==> src/io_port_consts.svh <==
// Offsets, field positions, reset values and timing for the six-pin I/O port.
// Assumes inclusion by bare name from the design module.
`ifndef IO_PORT_CONSTS_SVH
`define IO_PORT_CONSTS_SVH

// Register byte offsets on the AXI4-Lite bus
`define OFS_PORT_LEVELS   8'h00
`define OFS_PORT_MODIFY   8'h04
`define OFS_PORT_DIR      8'h08
`define OFS_ANALOG_SEL    8'h0c
`define OFS_PULL_UP_EN    8'h10
`define OFS_CHANGE_EN     8'h14
`define OFS_IRQ_CONTROL   8'h18
`define OFS_OPTION        8'h1c

// Reset values
`define RST_PORT_DIR      6'h3f
`define RST_ANALOG_SEL    8'hff
`define RST_PULL_UP_EN    6'h37
`define RST_CHANGE_EN     6'h00

// Field positions
`define BIT_GLOBAL_IRQ    7
`define BIT_CHANGE_IRQ_EN 3
`define BIT_CHANGE_FLAG   0
`define BIT_PULL_UP_CTRL  7
`define BIT_INPUT_ONLY    3
`define MOD_MASK_LSB      0
`define MOD_VALUE_LSB     8

// Synchroniser depth for pins and straps
`define SYNC_DEPTH        2

`endif

==> src/io_port_pkg.sv <==
// Types shared by the six-pin I/O port and its surroundings.
// Assumes the constants header sits beside it.
package io_port_pkg;

  // AXI4-Lite response codes used by the slave
  typedef enum logic [1:0] {
    resp_okay   = 2'b00,
    resp_slverr = 2'b10
  } axi_resp_t;

  // Per-pin drive bundle towards the pad ring
  typedef struct packed {
    logic [5:0] level;    // Output latch value
    logic [5:0] enable;   // Driver enable, high while driving
    logic [5:0] pull_up;  // Weak pull-up on
  } pin_drive_t;

endpackage : io_port_pkg

==> src/six_bit_io_port.sv <==
// Six-pin bidirectional I/O port with pull-ups and change detection.
// Assumes an AXI4-Lite master on clk, pads that resolve out/enable, and
// static configuration straps from outside the clock domain.
//
// The implementer's own choices: the AXI4-Lite register port and the register addresses.
`timescale 1ns/1ps
`default_nettype none
`include "io_port_consts.svh"

module six_bit_io_port #(
  parameter int ADDR_W = 8                // AXI address width
) (
  input  wire logic                       clk,              // 10 MHz clock
  input  wire logic                       rst,              // Power-on reset
  input  wire logic [ADDR_W-1:0]          s_axi_awaddr,     // Write address
  input  wire logic                       s_axi_awvalid,    // Write address valid
  output logic                            s_axi_awready,    // Write address ready
  input  wire logic [31:0]                s_axi_wdata,      // Write data
  input  wire logic [3:0]                 s_axi_wstrb,      // Write strobes
  input  wire logic                       s_axi_wvalid,     // Write data valid
  output logic                            s_axi_wready,     // Write data ready
  output logic [1:0]                      s_axi_bresp,      // Write response
  output logic                            s_axi_bvalid,     // Write response valid
  input  wire logic                       s_axi_bready,     // Write response ready
  input  wire logic [ADDR_W-1:0]          s_axi_araddr,     // Read address
  input  wire logic                       s_axi_arvalid,    // Read address valid
  output logic                            s_axi_arready,    // Read address ready
  output logic [31:0]                     s_axi_rdata,      // Read data
  output logic [1:0]                      s_axi_rresp,      // Read response
  output logic                            s_axi_rvalid,     // Read data valid
  input  wire logic                       s_axi_rready,     // Read data ready
  input  wire logic [5:0]                 pin_in,           // Pad input levels
  output io_port_pkg::pin_drive_t         pin_drive,        // Pad drive bundle
  input  wire logic                       master_clear_enable, // Config strap
  input  wire logic                       crystal_mode,     // Oscillator strap
  input  wire logic                       brownout_reset,   // Brown-out request
  output logic                            warm_reset,       // Master clear or brown-out
  output logic                            change_irq,       // Recognised interrupt
  output logic                            wake_request      // Wake from sleep
);

  // Refuse address buses too narrow for the decode, which looks at a full byte
  if (ADDR_W < 8) begin : g_addr_check
    $error("ADDR_W must be at least 8");
  end

  // Two-stage synchronisers for pins and straps
  logic [5:0] pin_meta;
  logic [5:0] pin_sync;
  logic [2:0] strap_meta;
  logic [2:0] strap_sync;
  logic       mce;
  logic       xtal;
  logic       bor;

  always_ff @(posedge clk or posedge rst) begin
    if (rst) begin
      pin_meta   <= 6'h00;
      pin_sync   <= 6'h00;
      strap_meta <= 3'h0;
      strap_sync <= 3'h0;
    end else begin
      pin_meta   <= pin_in;
      pin_sync   <= pin_meta;
      strap_meta <= {brownout_reset, crystal_mode, master_clear_enable};
      strap_sync <= strap_meta;
    end
  end

  assign mce  = strap_sync[0];
  assign xtal = strap_sync[1];
  assign bor  = strap_sync[2];

  // Control registers
  logic [5:0] out_latch;
  logic [5:0] dir;
  logic [7:0] analog_sel;
  logic [5:0] pull_en;
  logic [5:0] change_en;
  logic       global_irq_enable;
  logic       change_ie;
  logic       change_flag;
  logic       pull_ctrl;          // One disables all pull-ups except the input-only pin's
  logic [5:0] last_read;
  logic       warm;

  // Master clear needs the low pin level while the strap enables it
  assign warm = bor | (mce & ~pin_sync[`BIT_INPUT_ONLY]);

  // Bus handshake state
  logic              aw_full;
  logic              w_full;
  logic [ADDR_W-1:0] aw_addr;
  logic [31:0]       w_data;
  logic [3:0]        w_strb;
  logic              do_write;
  logic              do_read;
  logic              wr_port;
  logic              wr_modify;
  logic              rd_port;

  assign do_write  = aw_full & w_full & ~s_axi_bvalid;
  assign do_read   = s_axi_arvalid & s_axi_arready;
  assign wr_port   = do_write & w_strb[0] & (aw_addr[7:0] == `OFS_PORT_LEVELS);
  assign wr_modify = do_write & (aw_addr[7:0] == `OFS_PORT_MODIFY);
  assign rd_port   = do_read & (s_axi_araddr[7:0] == `OFS_PORT_LEVELS);

  // Effective direction and digital read value per pin
  logic [5:0] dir_eff;
  logic [5:0] analog_pin;
  logic [5:0] port_value;
  logic [5:0] mismatch;
  logic [5:0] next_pull;

  assign dir_eff[2:0] = dir[2:0];
  assign dir_eff[3]   = 1'b1;
  assign dir_eff[5:4] = xtal ? 2'b11 : dir[5:4];
  // Analog channels sit on pins 0, 1, 2 and 4 only
  assign analog_pin = {1'b0, analog_sel[3], 1'b0, analog_sel[2:0]};

  for (genvar i = 0; i < 6; i++) begin : g_pin
    if (i == `BIT_INPUT_ONLY) begin : g_input_only
      assign port_value[i] = mce ? 1'b0 : pin_sync[i];
      assign next_pull[i]  = mce;
    end else begin : g_io
      assign port_value[i] = analog_pin[i] ? 1'b0 : pin_sync[i];
      // Pull-up also dropped for analog pins, whose digital input is off
      assign next_pull[i]  = pull_en[i] & ~pull_ctrl & dir_eff[i]
                             & ~analog_pin[i];
    end
    assign mismatch[i] = change_en[i] & (port_value[i] != last_read[i]);
  end

  // Write address and data channels, taken in either order
  always_ff @(posedge clk or posedge rst) begin
    if (rst) begin
      aw_full       <= 1'b0;
      w_full        <= 1'b0;
      s_axi_awready <= 1'b0;
      s_axi_wready  <= 1'b0;
      aw_addr       <= '0;
      w_data        <= 32'h0000_0000;
      w_strb        <= 4'h0;
    end else begin
      if (s_axi_awvalid && s_axi_awready) begin
        aw_full       <= 1'b1;
        aw_addr       <= s_axi_awaddr;
        s_axi_awready <= 1'b0;
      end else if (do_write) begin
        aw_full       <= 1'b0;
        s_axi_awready <= 1'b1;
      end else if (!aw_full) begin
        s_axi_awready <= 1'b1;
      end
      if (s_axi_wvalid && s_axi_wready) begin
        w_full       <= 1'b1;
        w_data       <= s_axi_wdata;
        w_strb       <= s_axi_wstrb;
        s_axi_wready <= 1'b0;
      end else if (do_write) begin
        w_full       <= 1'b0;
        s_axi_wready <= 1'b1;
      end else if (!w_full) begin
        s_axi_wready <= 1'b1;
      end
    end
  end

  // Write response; unmapped offsets answer SLVERR
  logic wr_mapped;
  assign wr_mapped = (aw_addr[ADDR_W-1:5] == '0) && (aw_addr[1:0] == 2'b00);

  always_ff @(posedge clk or posedge rst) begin
    if (rst) begin
      s_axi_bvalid <= 1'b0;
      s_axi_bresp  <= io_port_pkg::resp_okay;
    end else if (do_write) begin
      s_axi_bvalid <= 1'b1;
      s_axi_bresp  <= wr_mapped ? io_port_pkg::resp_okay : io_port_pkg::resp_slverr;
    end else if (s_axi_bready) begin
      s_axi_bvalid <= 1'b0;
    end
  end

  // Register writes; warm reset restores every register here but the output latch
  logic wr_low;
  assign wr_low = do_write & w_strb[0];

  always_ff @(posedge clk or posedge rst) begin
    if (rst) begin
      out_latch  <= 6'h00;
      dir        <= `RST_PORT_DIR;
      analog_sel <= `RST_ANALOG_SEL;
      pull_en    <= `RST_PULL_UP_EN;
      change_en  <= `RST_CHANGE_EN;
      global_irq_enable        <= 1'b0;
      change_ie  <= 1'b0;
      pull_ctrl  <= 1'b1;
    end else if (warm) begin
      dir        <= `RST_PORT_DIR;
      analog_sel <= `RST_ANALOG_SEL;
      pull_en    <= `RST_PULL_UP_EN;
      change_en  <= `RST_CHANGE_EN;
      global_irq_enable        <= 1'b0;
      change_ie  <= 1'b0;
      pull_ctrl  <= 1'b1;
    end else begin
      if (wr_port) begin
        out_latch <= w_data[5:0];
      end else if (wr_modify) begin
        // Unmasked bits take the pin levels, as a byte-wide store would
        out_latch <= (port_value & ~w_data[`MOD_MASK_LSB +: 6])
                   | (w_data[`MOD_VALUE_LSB +: 6] & w_data[`MOD_MASK_LSB +: 6]);
      end
      if (wr_low) begin
        case (aw_addr[7:0])
          `OFS_PORT_DIR:    dir        <= w_data[5:0];
          `OFS_ANALOG_SEL:  analog_sel <= w_data[7:0];
          `OFS_PULL_UP_EN:  pull_en    <= w_data[5:0] & `RST_PULL_UP_EN;
          `OFS_CHANGE_EN:   change_en  <= w_data[5:0];
          `OFS_IRQ_CONTROL: begin
            global_irq_enable       <= w_data[`BIT_GLOBAL_IRQ];
            change_ie <= w_data[`BIT_CHANGE_IRQ_EN];
          end
          `OFS_OPTION:      pull_ctrl  <= w_data[`BIT_PULL_UP_CTRL];
          default:          ;
        endcase
      end
    end
  end

  // Last-read latch: a port-level read, a low-strobe port write or a modify write ends the mismatch; no warm reset here
  always_ff @(posedge clk or posedge rst) begin
    if (rst) begin
      last_read <= 6'h00;
    end else if (rd_port || wr_port || wr_modify) begin
      last_read <= port_value;
    end
  end

  // Change flag: a mismatch wins over a software clear
  logic flag_wr;
  logic capture;
  assign flag_wr = wr_low & (aw_addr[7:0] == `OFS_IRQ_CONTROL);
  // The capture cycle compares against a latch being replaced, so skip it
  assign capture = rd_port | wr_port | wr_modify;

  always_ff @(posedge clk or posedge rst) begin
    if (rst) begin
      change_flag <= 1'b0;
    end else if ((|mismatch) && !capture) begin
      change_flag <= 1'b1;
    end else if (flag_wr) begin
      change_flag <= w_data[`BIT_CHANGE_FLAG];
    end
  end

  // Read data path
  logic [7:0] read_value;
  logic       rd_mapped;
  always_comb begin
    rd_mapped = (s_axi_araddr[1:0] == 2'b00);
    case (s_axi_araddr[7:0])
      `OFS_PORT_LEVELS: read_value = {2'b00, port_value};
      `OFS_PORT_MODIFY: read_value = {2'b00, out_latch};
      `OFS_PORT_DIR:    read_value = {2'b00, dir_eff};
      `OFS_ANALOG_SEL:  read_value = analog_sel;
      `OFS_PULL_UP_EN:  read_value = {2'b00, xtal ? 2'b11 : pull_en[5:4],
                                      1'b0, pull_en[2:0]};
      `OFS_CHANGE_EN:   read_value = {2'b00, xtal ? 2'b11 : change_en[5:4],
                                      change_en[3:0]};
      `OFS_IRQ_CONTROL: read_value = {global_irq_enable, 3'b000, change_ie, 2'b00, change_flag};
      `OFS_OPTION:      read_value = {pull_ctrl, 7'h00};
      default: begin
        read_value = 8'h00;
        rd_mapped  = 1'b0;
      end
    endcase
    if (s_axi_araddr[ADDR_W-1:5] != '0) begin
      rd_mapped = 1'b0;
    end
  end

  // Read channel answers one cycle after the address is taken
  always_ff @(posedge clk or posedge rst) begin
    if (rst) begin
      s_axi_arready <= 1'b0;
      s_axi_rvalid  <= 1'b0;
      s_axi_rdata   <= 32'h0000_0000;
      s_axi_rresp   <= io_port_pkg::resp_okay;
    end else if (do_read) begin
      s_axi_arready <= 1'b0;
      s_axi_rvalid  <= 1'b1;
      s_axi_rdata   <= {24'h000000, rd_mapped ? read_value : 8'h00};
      s_axi_rresp   <= rd_mapped ? io_port_pkg::resp_okay : io_port_pkg::resp_slverr;
    end else if (s_axi_rvalid && s_axi_rready) begin
      s_axi_rvalid  <= 1'b0;
      s_axi_arready <= 1'b1;
    end else if (!s_axi_rvalid) begin
      s_axi_arready <= 1'b1;
    end
  end

  // Registered pad drive and event outputs
  always_ff @(posedge clk or posedge rst) begin
    if (rst) begin
      pin_drive    <= '0;
      change_irq   <= 1'b0;
      wake_request <= 1'b0;
      warm_reset   <= 1'b0;
    end else begin
      pin_drive.level   <= out_latch;
      pin_drive.enable  <= ~dir_eff;
      pin_drive.pull_up <= next_pull;
      change_irq        <= change_flag & change_ie & global_irq_enable;
      wake_request      <= change_flag & change_ie;
      warm_reset        <= warm;
    end
  end

  // Checks on the behaviour above
  input_only_hiz_a: assert property (@(posedge clk) disable iff (rst)
    !pin_drive.enable[3]) else $error("input-only pin driven");
  pull_off_out_a: assert property (@(posedge clk) disable iff (rst)
    (pin_drive.pull_up & pin_drive.enable) == 6'h00)
    else $error("pull-up on while driving");
  flag_sets_a: assert property (@(posedge clk) disable iff (rst)
    (|mismatch) && !capture |=> change_flag) else $error("flag not set");
  set_beats_clear_a: assert property (@(posedge clk) disable iff (rst)
    flag_wr && !w_data[0] && (|mismatch) && !capture |=> change_flag)
    else $error("clear beat mismatch");
  analog_reads_zero_a: assert property (@(posedge clk) disable iff (rst)
    rd_port |=> (s_axi_rdata[5:0] & $past(analog_pin)) == 6'h00)
    else $error("analog pin read nonzero");
  upper_bits_zero_a: assert property (@(posedge clk) disable iff (rst)
    do_read && (s_axi_araddr[7:0] == `OFS_PORT_DIR) |=> s_axi_rdata[7:6] == 2'b00
    && s_axi_rdata[3]) else $error("direction readback wrong");
  latch_drives_a: assert property (@(posedge clk) disable iff (rst || warm)
    wr_port |-> ##2 pin_drive.level == $past(w_data[5:0], 2))
    else $error("latch not driven");
  irq_needs_gie_a: assert property (@(posedge clk) disable iff (rst)
    change_irq |-> $past(global_irq_enable)) else $error("irq without global enable");
  master_clear_pin_read_zero_a: assert property (@(posedge clk) disable iff (rst)
    rd_port && mce |=> !s_axi_rdata[3]) else $error("input-only read wrong");
  wake_follows_a: assert property (@(posedge clk) disable iff (rst)
    change_flag && change_ie |=> wake_request) else $error("no wake");

  flag_set_c: cover property (@(posedge clk) disable iff (rst) $rose(change_flag));
  irq_c:      cover property (@(posedge clk) disable iff (rst) $rose(change_irq));
  modify_c:   cover property (@(posedge clk) disable iff (rst) wr_modify);

endmodule : six_bit_io_port
`default_nettype wire

==> config.mk <==
export PLATFORM = sky130hd
export DESIGN_NAME = six_bit_io_port
export DESIGN_NICKNAME = d
export VERILOG_FILES = /design/src/io_port_pkg.sv /design/src/six_bit_io_port.sv
export VERILOG_INCLUDE_DIRS = /design/src /design/src/src
export SDC_FILE = /design/constraint.sdc
export NUM_CORES = 1
export LEC_CHECK = 0
export BUFFER_PORTS_ARGS = -buffer_cell sky130_fd_sc_hd__buf_2
export CAP_MARGIN = 15
export CORE_MARGIN = 3
export CORE_UTILIZATION = 45
export DETAILED_ROUTE_END_ITERATION = 8
export PLACE_DENSITY_LB_ADDON = 0.1
export SLEW_MARGIN = 20
export SYNTH_ARGS = -nofsm -noshare
export SYNTH_HDL_FRONTEND = slang
export SYNTH_SLANG_ARGS = --single-unit
==> constraint.sdc <==
create_clock -name clk -period 6.4 [get_ports clk]
set_input_delay 0.96 -clock clk [delete_from_list [all_inputs] [get_ports clk]]
set_output_delay 0.96 -clock clk [all_outputs]
set_load 0.02 [all_outputs]
==> results.cfg, run 1 <==
[routing]
drc = 0
wl_per_cell_um = 16.88
wirelength_um = 10870
drtAntennaViolNets = 0
drt_iter0_markers = 127
via_count = 3319
viasPerCell = 5.154
firstDrtPassIters = 4

[floorplanning]
ios = 130
die_h_um = 111.6
fp.dieW_um = 111.6
core_um2 = 10600
die-area_um2 = 12450
num_rows = 37
initial_core_util = 0.4733

[critical_path]
path_class = flop to flop
reg2reg_from = aw_addr[1]
startpoint_type = flop
r2r_slack_ps = 4040
cp.required_ps = 6800
worstRegToRegCells = 5
crit_fanout = 6
worstReg2RegEnd = change_en[2]
setup.worst_path.end_class = flop
cp.arrival_ps = 2760
cp-startpoint = aw_addr[1]

[logic_synthesis]
yosysTopAreaCell = dfrtp_1
synth_top_area_frac = 0.4938
synth_fa_ha_area_frac = 0
synth_area_leaders = dfrtp_1, dfstp_2, mux2_2
synth_compound_area_frac = 0.07007
synth-edff-count = 0
syn_area_um2 = 5017
synthFlopType = dfrtp_1
synth_seq_cells = 118
synth_top_family_by_area = multiplexers
post_synth_xor_area_fraction = 0.01047
yosys_warnings = 0
netlist_instances = 408
postSynthAreaPerCell_um2 = 12.30
ys_top_cells_by_count = dfrtp_1, nand2_1, mux2_2
ys_types = 52
seq_area_frac_synth = 0.5933
synth-async-reset-ratio = 1.000
yosysMostFrequentCell = dfrtp_1
synthMuxAreaShare = 0.1397
synth_simple_gate_area_share = 0.1204

[final_layout]
n_antenna_cell = 0
layout.nets = 563
syn2layout_area_growth_pct = 21.60
layout-drive-gt1-share = 0.3543

[place]
io_buffer_count = 81
dp.final_hpwl_um = 7610
place_congestion = 0.8666

[grt]
antenna_found_initial = 0
grt_max_degree = 62
grt_pass1_wl_um = 17930
overflow = 0
grt_pass1_vias = 3425
track_usage = 0.1872

[clocking]
clk_latency_ps = 520
cts_buffers = 17
postCtsSetupBuffers = 0
cts_hold_buf = 0
clk_pin_slew_ps = 60
root_buffer = clkbuf_8
clockBufferDepth = 2
clock-sinks = 118
cts_resized = 0
htreeDepth = 4
cts_tree = done

[job]
maxCapViolCount = 0

[sta]
whs_ps = 345.2
tightest_slew_ps = 1036
finalCritPeriodShare = 0.3686
hold_viol_final = 0
tns_ps = 0
relSlewSlack = 0.3039
skew_ps = 5.689
setup_violations = 0
maxSlewViolCount = 0
min_period_ps = 2359
rsz0062_at_grt = false
max_freq_mhz = 424.0

[min_path]
min_from = pin_meta[4]
hold_path_depth = 0
hold-path-endpoint = pin_sync[4]
hold_class = flop to flop

[outcome]
status = finished clean

[pwr]
power.density_nw_per_um2 = 384.2
peakVddDrop_uv = 287.5
p_leak_nw = 2.985
-- layer usage --
metal,share of wire,track usage,vias to the layer above
met5,0,0,-
met4,0.018,0.07705,0
met2,0.45,0.2770,119
met1,0.46,0.2595,1629
li1,-,-,1553
met3,0.067,0.05543,18
-- cells by family (layout without fill, tap and decap cells) --
logic type,Yosys count,count (layout)
xor+xnor,6,6
simple gates,116,116
flops,118,118
other cells,1,27
buf+inv,54,128
compound gates,51,51
mux,62,62
-- state kept, by name (all words and copies together), names as in the netlist, 6 cells and up --
name / count
last_read: 6
analog_sel: 8
change_en: 6
pin_sync: 6
pin_drive: 17
s_axi_rdata: 8
w_data: 14
aw_addr: 8
pin_meta: 6
out_latch: 6
-- placed cells by master (no fill, tap or decap), types with 3 or more instances in the layout --
master / count
a22oi_1: 4
mux2_2: 34
mux2i_1: 25
o21a_1: 3
o31ai_1: 6
buf_4: 3
o211ai_1: 7
clkinv_2: 3
nor3_1: 8
dfrtp_1: 99
nor4b_1: 3
bufinv_16: 6
nor2_1: 15
mux4_2: 3
buf_2: 81
conb_1: 27
o21ai_0: 7
dfstp_2: 19
a21oi_1: 11
clkbuf_8: 3
clkbuf_16: 16
nor2b_1: 7
xor2_1: 6
inv_1: 10
nor3b_1: 8
nand2_1: 49
clkinvlp_4: 3
nand3_1: 8
-- cell type report --
cell class                 instances  area, µm²
clock buffer                      19      441.7
clock inverter                    13      226.5
fill                             913       4501
inverter                          12      47.55
multi-input combinational        262       1810
sequential                       118       2977
tap                              136      170.2
timing repair buffer              84      427.9
-- worst max path at each step --
stage          slack (ps)        endpoint  depth (start not counted)
2_1_floorplan        2340      aw_addr[0]                          1
3_3_place_gp         3700  s_axi_rdata[0]                          6
3_5_place_dp         3740  s_axi_rdata[0]                          6
4_1_cts              4020    change_en[2]                          5
5_1_grt              3850    change_en[5]                          5
6_report             4040    change_en[2]                          5
-- power by group --
part	internal, mW	total, mW	switching, mW
Combinational	0.145	0.304	0.159
Sequential	0.858	0.981	0.123
Clock	0.729	1.06	0.330
Total	1.73	2.34	0.612
-- metrics by stage --
| step | cells | setup WS [ps] | total power, mW | area, µm² | utilization |
|---|---|---|---|---|---|
| 4_1_cts | 644 | 4015 | 2.371 | 6101 | 0.5755 |
| 5_1_grt | 644 | 3850 | 2.455 | 6101 | 0.5755 |
| 3_3_place_gp | 612 | 3702 | 1.286 | 5433 | 0.5125 |
| 3_5_place_dp | 612 | 3738 | 1.299 | 5433 | 0.5125 |
| 6_report | 644 | 4041 | 2.344 | 6101 | 0.5755 |
| 2_1_floorplan | 434 | 2342 | 1.212 | 5115 | - |
-- worst max-delay path: stages (launching register included) --
cell	delay (ps)
dfrtp_1	370
or4_4	550
nor3_1	410
nand4_1	540
mux2i_1	310
nor2_1	60
(Power assumes the default switching activity.)
==> run 2, diff against run 1 <==
Clock period 6.4 ns to 2.45 ns, I/O delays scaled along.
==> results.cfg, run 2 (synthesized netlist as in run 1, its figures left out) <==
[sta]
rsz0062_at_grt = false
min_period_ps = 2304
hold_viol_final = 0
max_freq_mhz = 434.0
fin_ws_ps = 145.9
tns_ps = 0
setup_violations = 0
skew_ps = 9.008
maxSlewViolCount = 0
tightest_slew_ps = 665.6
finalCritPeriodShare = 0.9405
relSlewSlack = 0.5553

[routing]
wl_per_cell_um = 16.35
drtAntennaViolNets = 0
drc = 0
drt_iter0_markers = 116
via_count = 3382
firstDrtPassIters = 4
viasPerCell = 5.078
wirelength_um = 10890

[clocking]
clk_latency_ps = 520
cts_tree = done
cts_resized = 0
clk_pin_slew_ps = 60
cts_buffers = 17
clockBufferDepth = 2
postCtsSetupBuffers = 0
cts_hold_buf = 11
clock-sinks = 118
root_buffer = clkbuf_8
htreeDepth = 4

[critical_path]
reg2reg_from = aw_addr[1]
path_class = flop to flop
cp.arrival_ps = 2700
crit_path_end = change_flag
setup.worst_path.end_class = flop
crit_family = simple AND/OR/NAND/NOR gates
cpPeakStageDelay_ps = 610
r2r_slack_ps = 150
cp.required_ps = 2850
cp.depth = 5
worstRegToRegCells = 5
crit_chain = or4_4 > or3_4 > or4_1 > mux2i_1 > o21ai_1
slowest_stage = or4_1
cp.buffers_inverters = 0
crit_fanout = 4
cp-startpoint = aw_addr[1]
worstReg2RegEnd = change_flag
startpoint_type = flop

[outcome]
status = finished clean

[place]
dpl.cell_count = 623
io_buffer_count = 81
dp.final_hpwl_um = 7892
place_congestion = 0.8948
pre_cts_ws_ps = 157.3

[floorplanning]
fp.dieW_um = 111.6
ios = 130
die_h_um = 111.6
core_um2 = 10600
die-area_um2 = 12450
initial_core_util = 0.4733
num_rows = 37

[pwr]
power_mw = 5.969
peakVddDrop_uv = 754.5
power.density_nw_per_um2 = 951.4
p_leak_nw = 3.061

[final_layout]
regMostFlops = pin_drive
syn2layout_area_growth_pct = 25.04
ff_latch_area_um2 = 2977
final_common_cell = dfrtp_1
largest_registers = pin_drive x17, w_data x14
finalNonFillerCells = 666
layout.nets = 585
n_antenna_cell = 0
multiInputGateArea_um2 = 1810
finish.utilization = 0.5918
final_cell_mix = dfrtp_1, buf_2, nand2_1
fill_cells = 877
layout-drive-gt1-share = 0.3566
largest_reg_flops = 17

[grt]
grt_max_degree = 44
track_usage = 0.1855
grt_pass1_wl_um = 17960
antenna_found_initial = 0
overflow = 0
grt_pass1_vias = 3430

[min_path]
hold_class = input port to flop

[job]
maxCapViolCount = 0
run 2: cell types whose count changed in the layout (fill, tap and decap cells not counted):
cell,before,now
dlygate4sd3_1,0,11
clkbuf_1,0,2
clkinv_2,3,1
inv_6,0,1
clkinvlp_4,3,5
buf_12,0,2
bufinv_16,6,4
buf_4,3,12
inv_4,1,0
run 2: worst min path at each step:
stage | cells past startpoint | startpoint | slack, ps | to
global placement | 0 | strap_meta[1] | 330 | strap_sync[1]
global route | 2 | s_axi_wdata[9] | 60 | w_data[9]
floorplan | 0 | pin_meta[0] | 330 | pin_sync[0]
finish | 2 | s_axi_awaddr[5] | 80 | aw_addr[5]
CTS | 2 | s_axi_awaddr[5] | 50 | aw_addr[5]
detailed placement | 0 | pin_meta[5] | 330 | pin_sync[5]
run 2: routing by layer:
metal,global-route usage,vias to the layer above,share of wire
met4,0.08516,0,0.017
met2,0.2718,106,0.45
met1,0.2637,1667,0.48
li1,-,1590,-
met3,0.04239,19,0.055
met5,0,-,0
run 2: stage by stage:
stage / hold slack (ps) / instance area (µm²)
2_1_floorplan: 331.2 / 5119
3_3_place_gp: 333.7 / 5542
3_5_place_dp: 334.7 / 5542
4_1_cts: 51.06 / 6274
5_1_grt: 56.48 / 6274
6_report: 77.94 / 6274
run 2: layout make-up:
cell class | count | share of cell area
repair buffers | 106 | 0.1029
clock inverters | 11 | 0.02752
inverters | 12 | 0.007778
well taps | 136 | 0.02712
multi-input cells | 262 | 0.2886
clock buffers | 21 | 0.07160
flip-flops and latches | 118 | 0.4745
run 2: where the power goes:
part	switching (mW)	internal [mW]	total (mW)	leakage (nW)
clock network	0.867	1.71	2.57	0.291
registers	0.324	2.24	2.56	1.45
logic	0.420	0.410	0.830	1.32
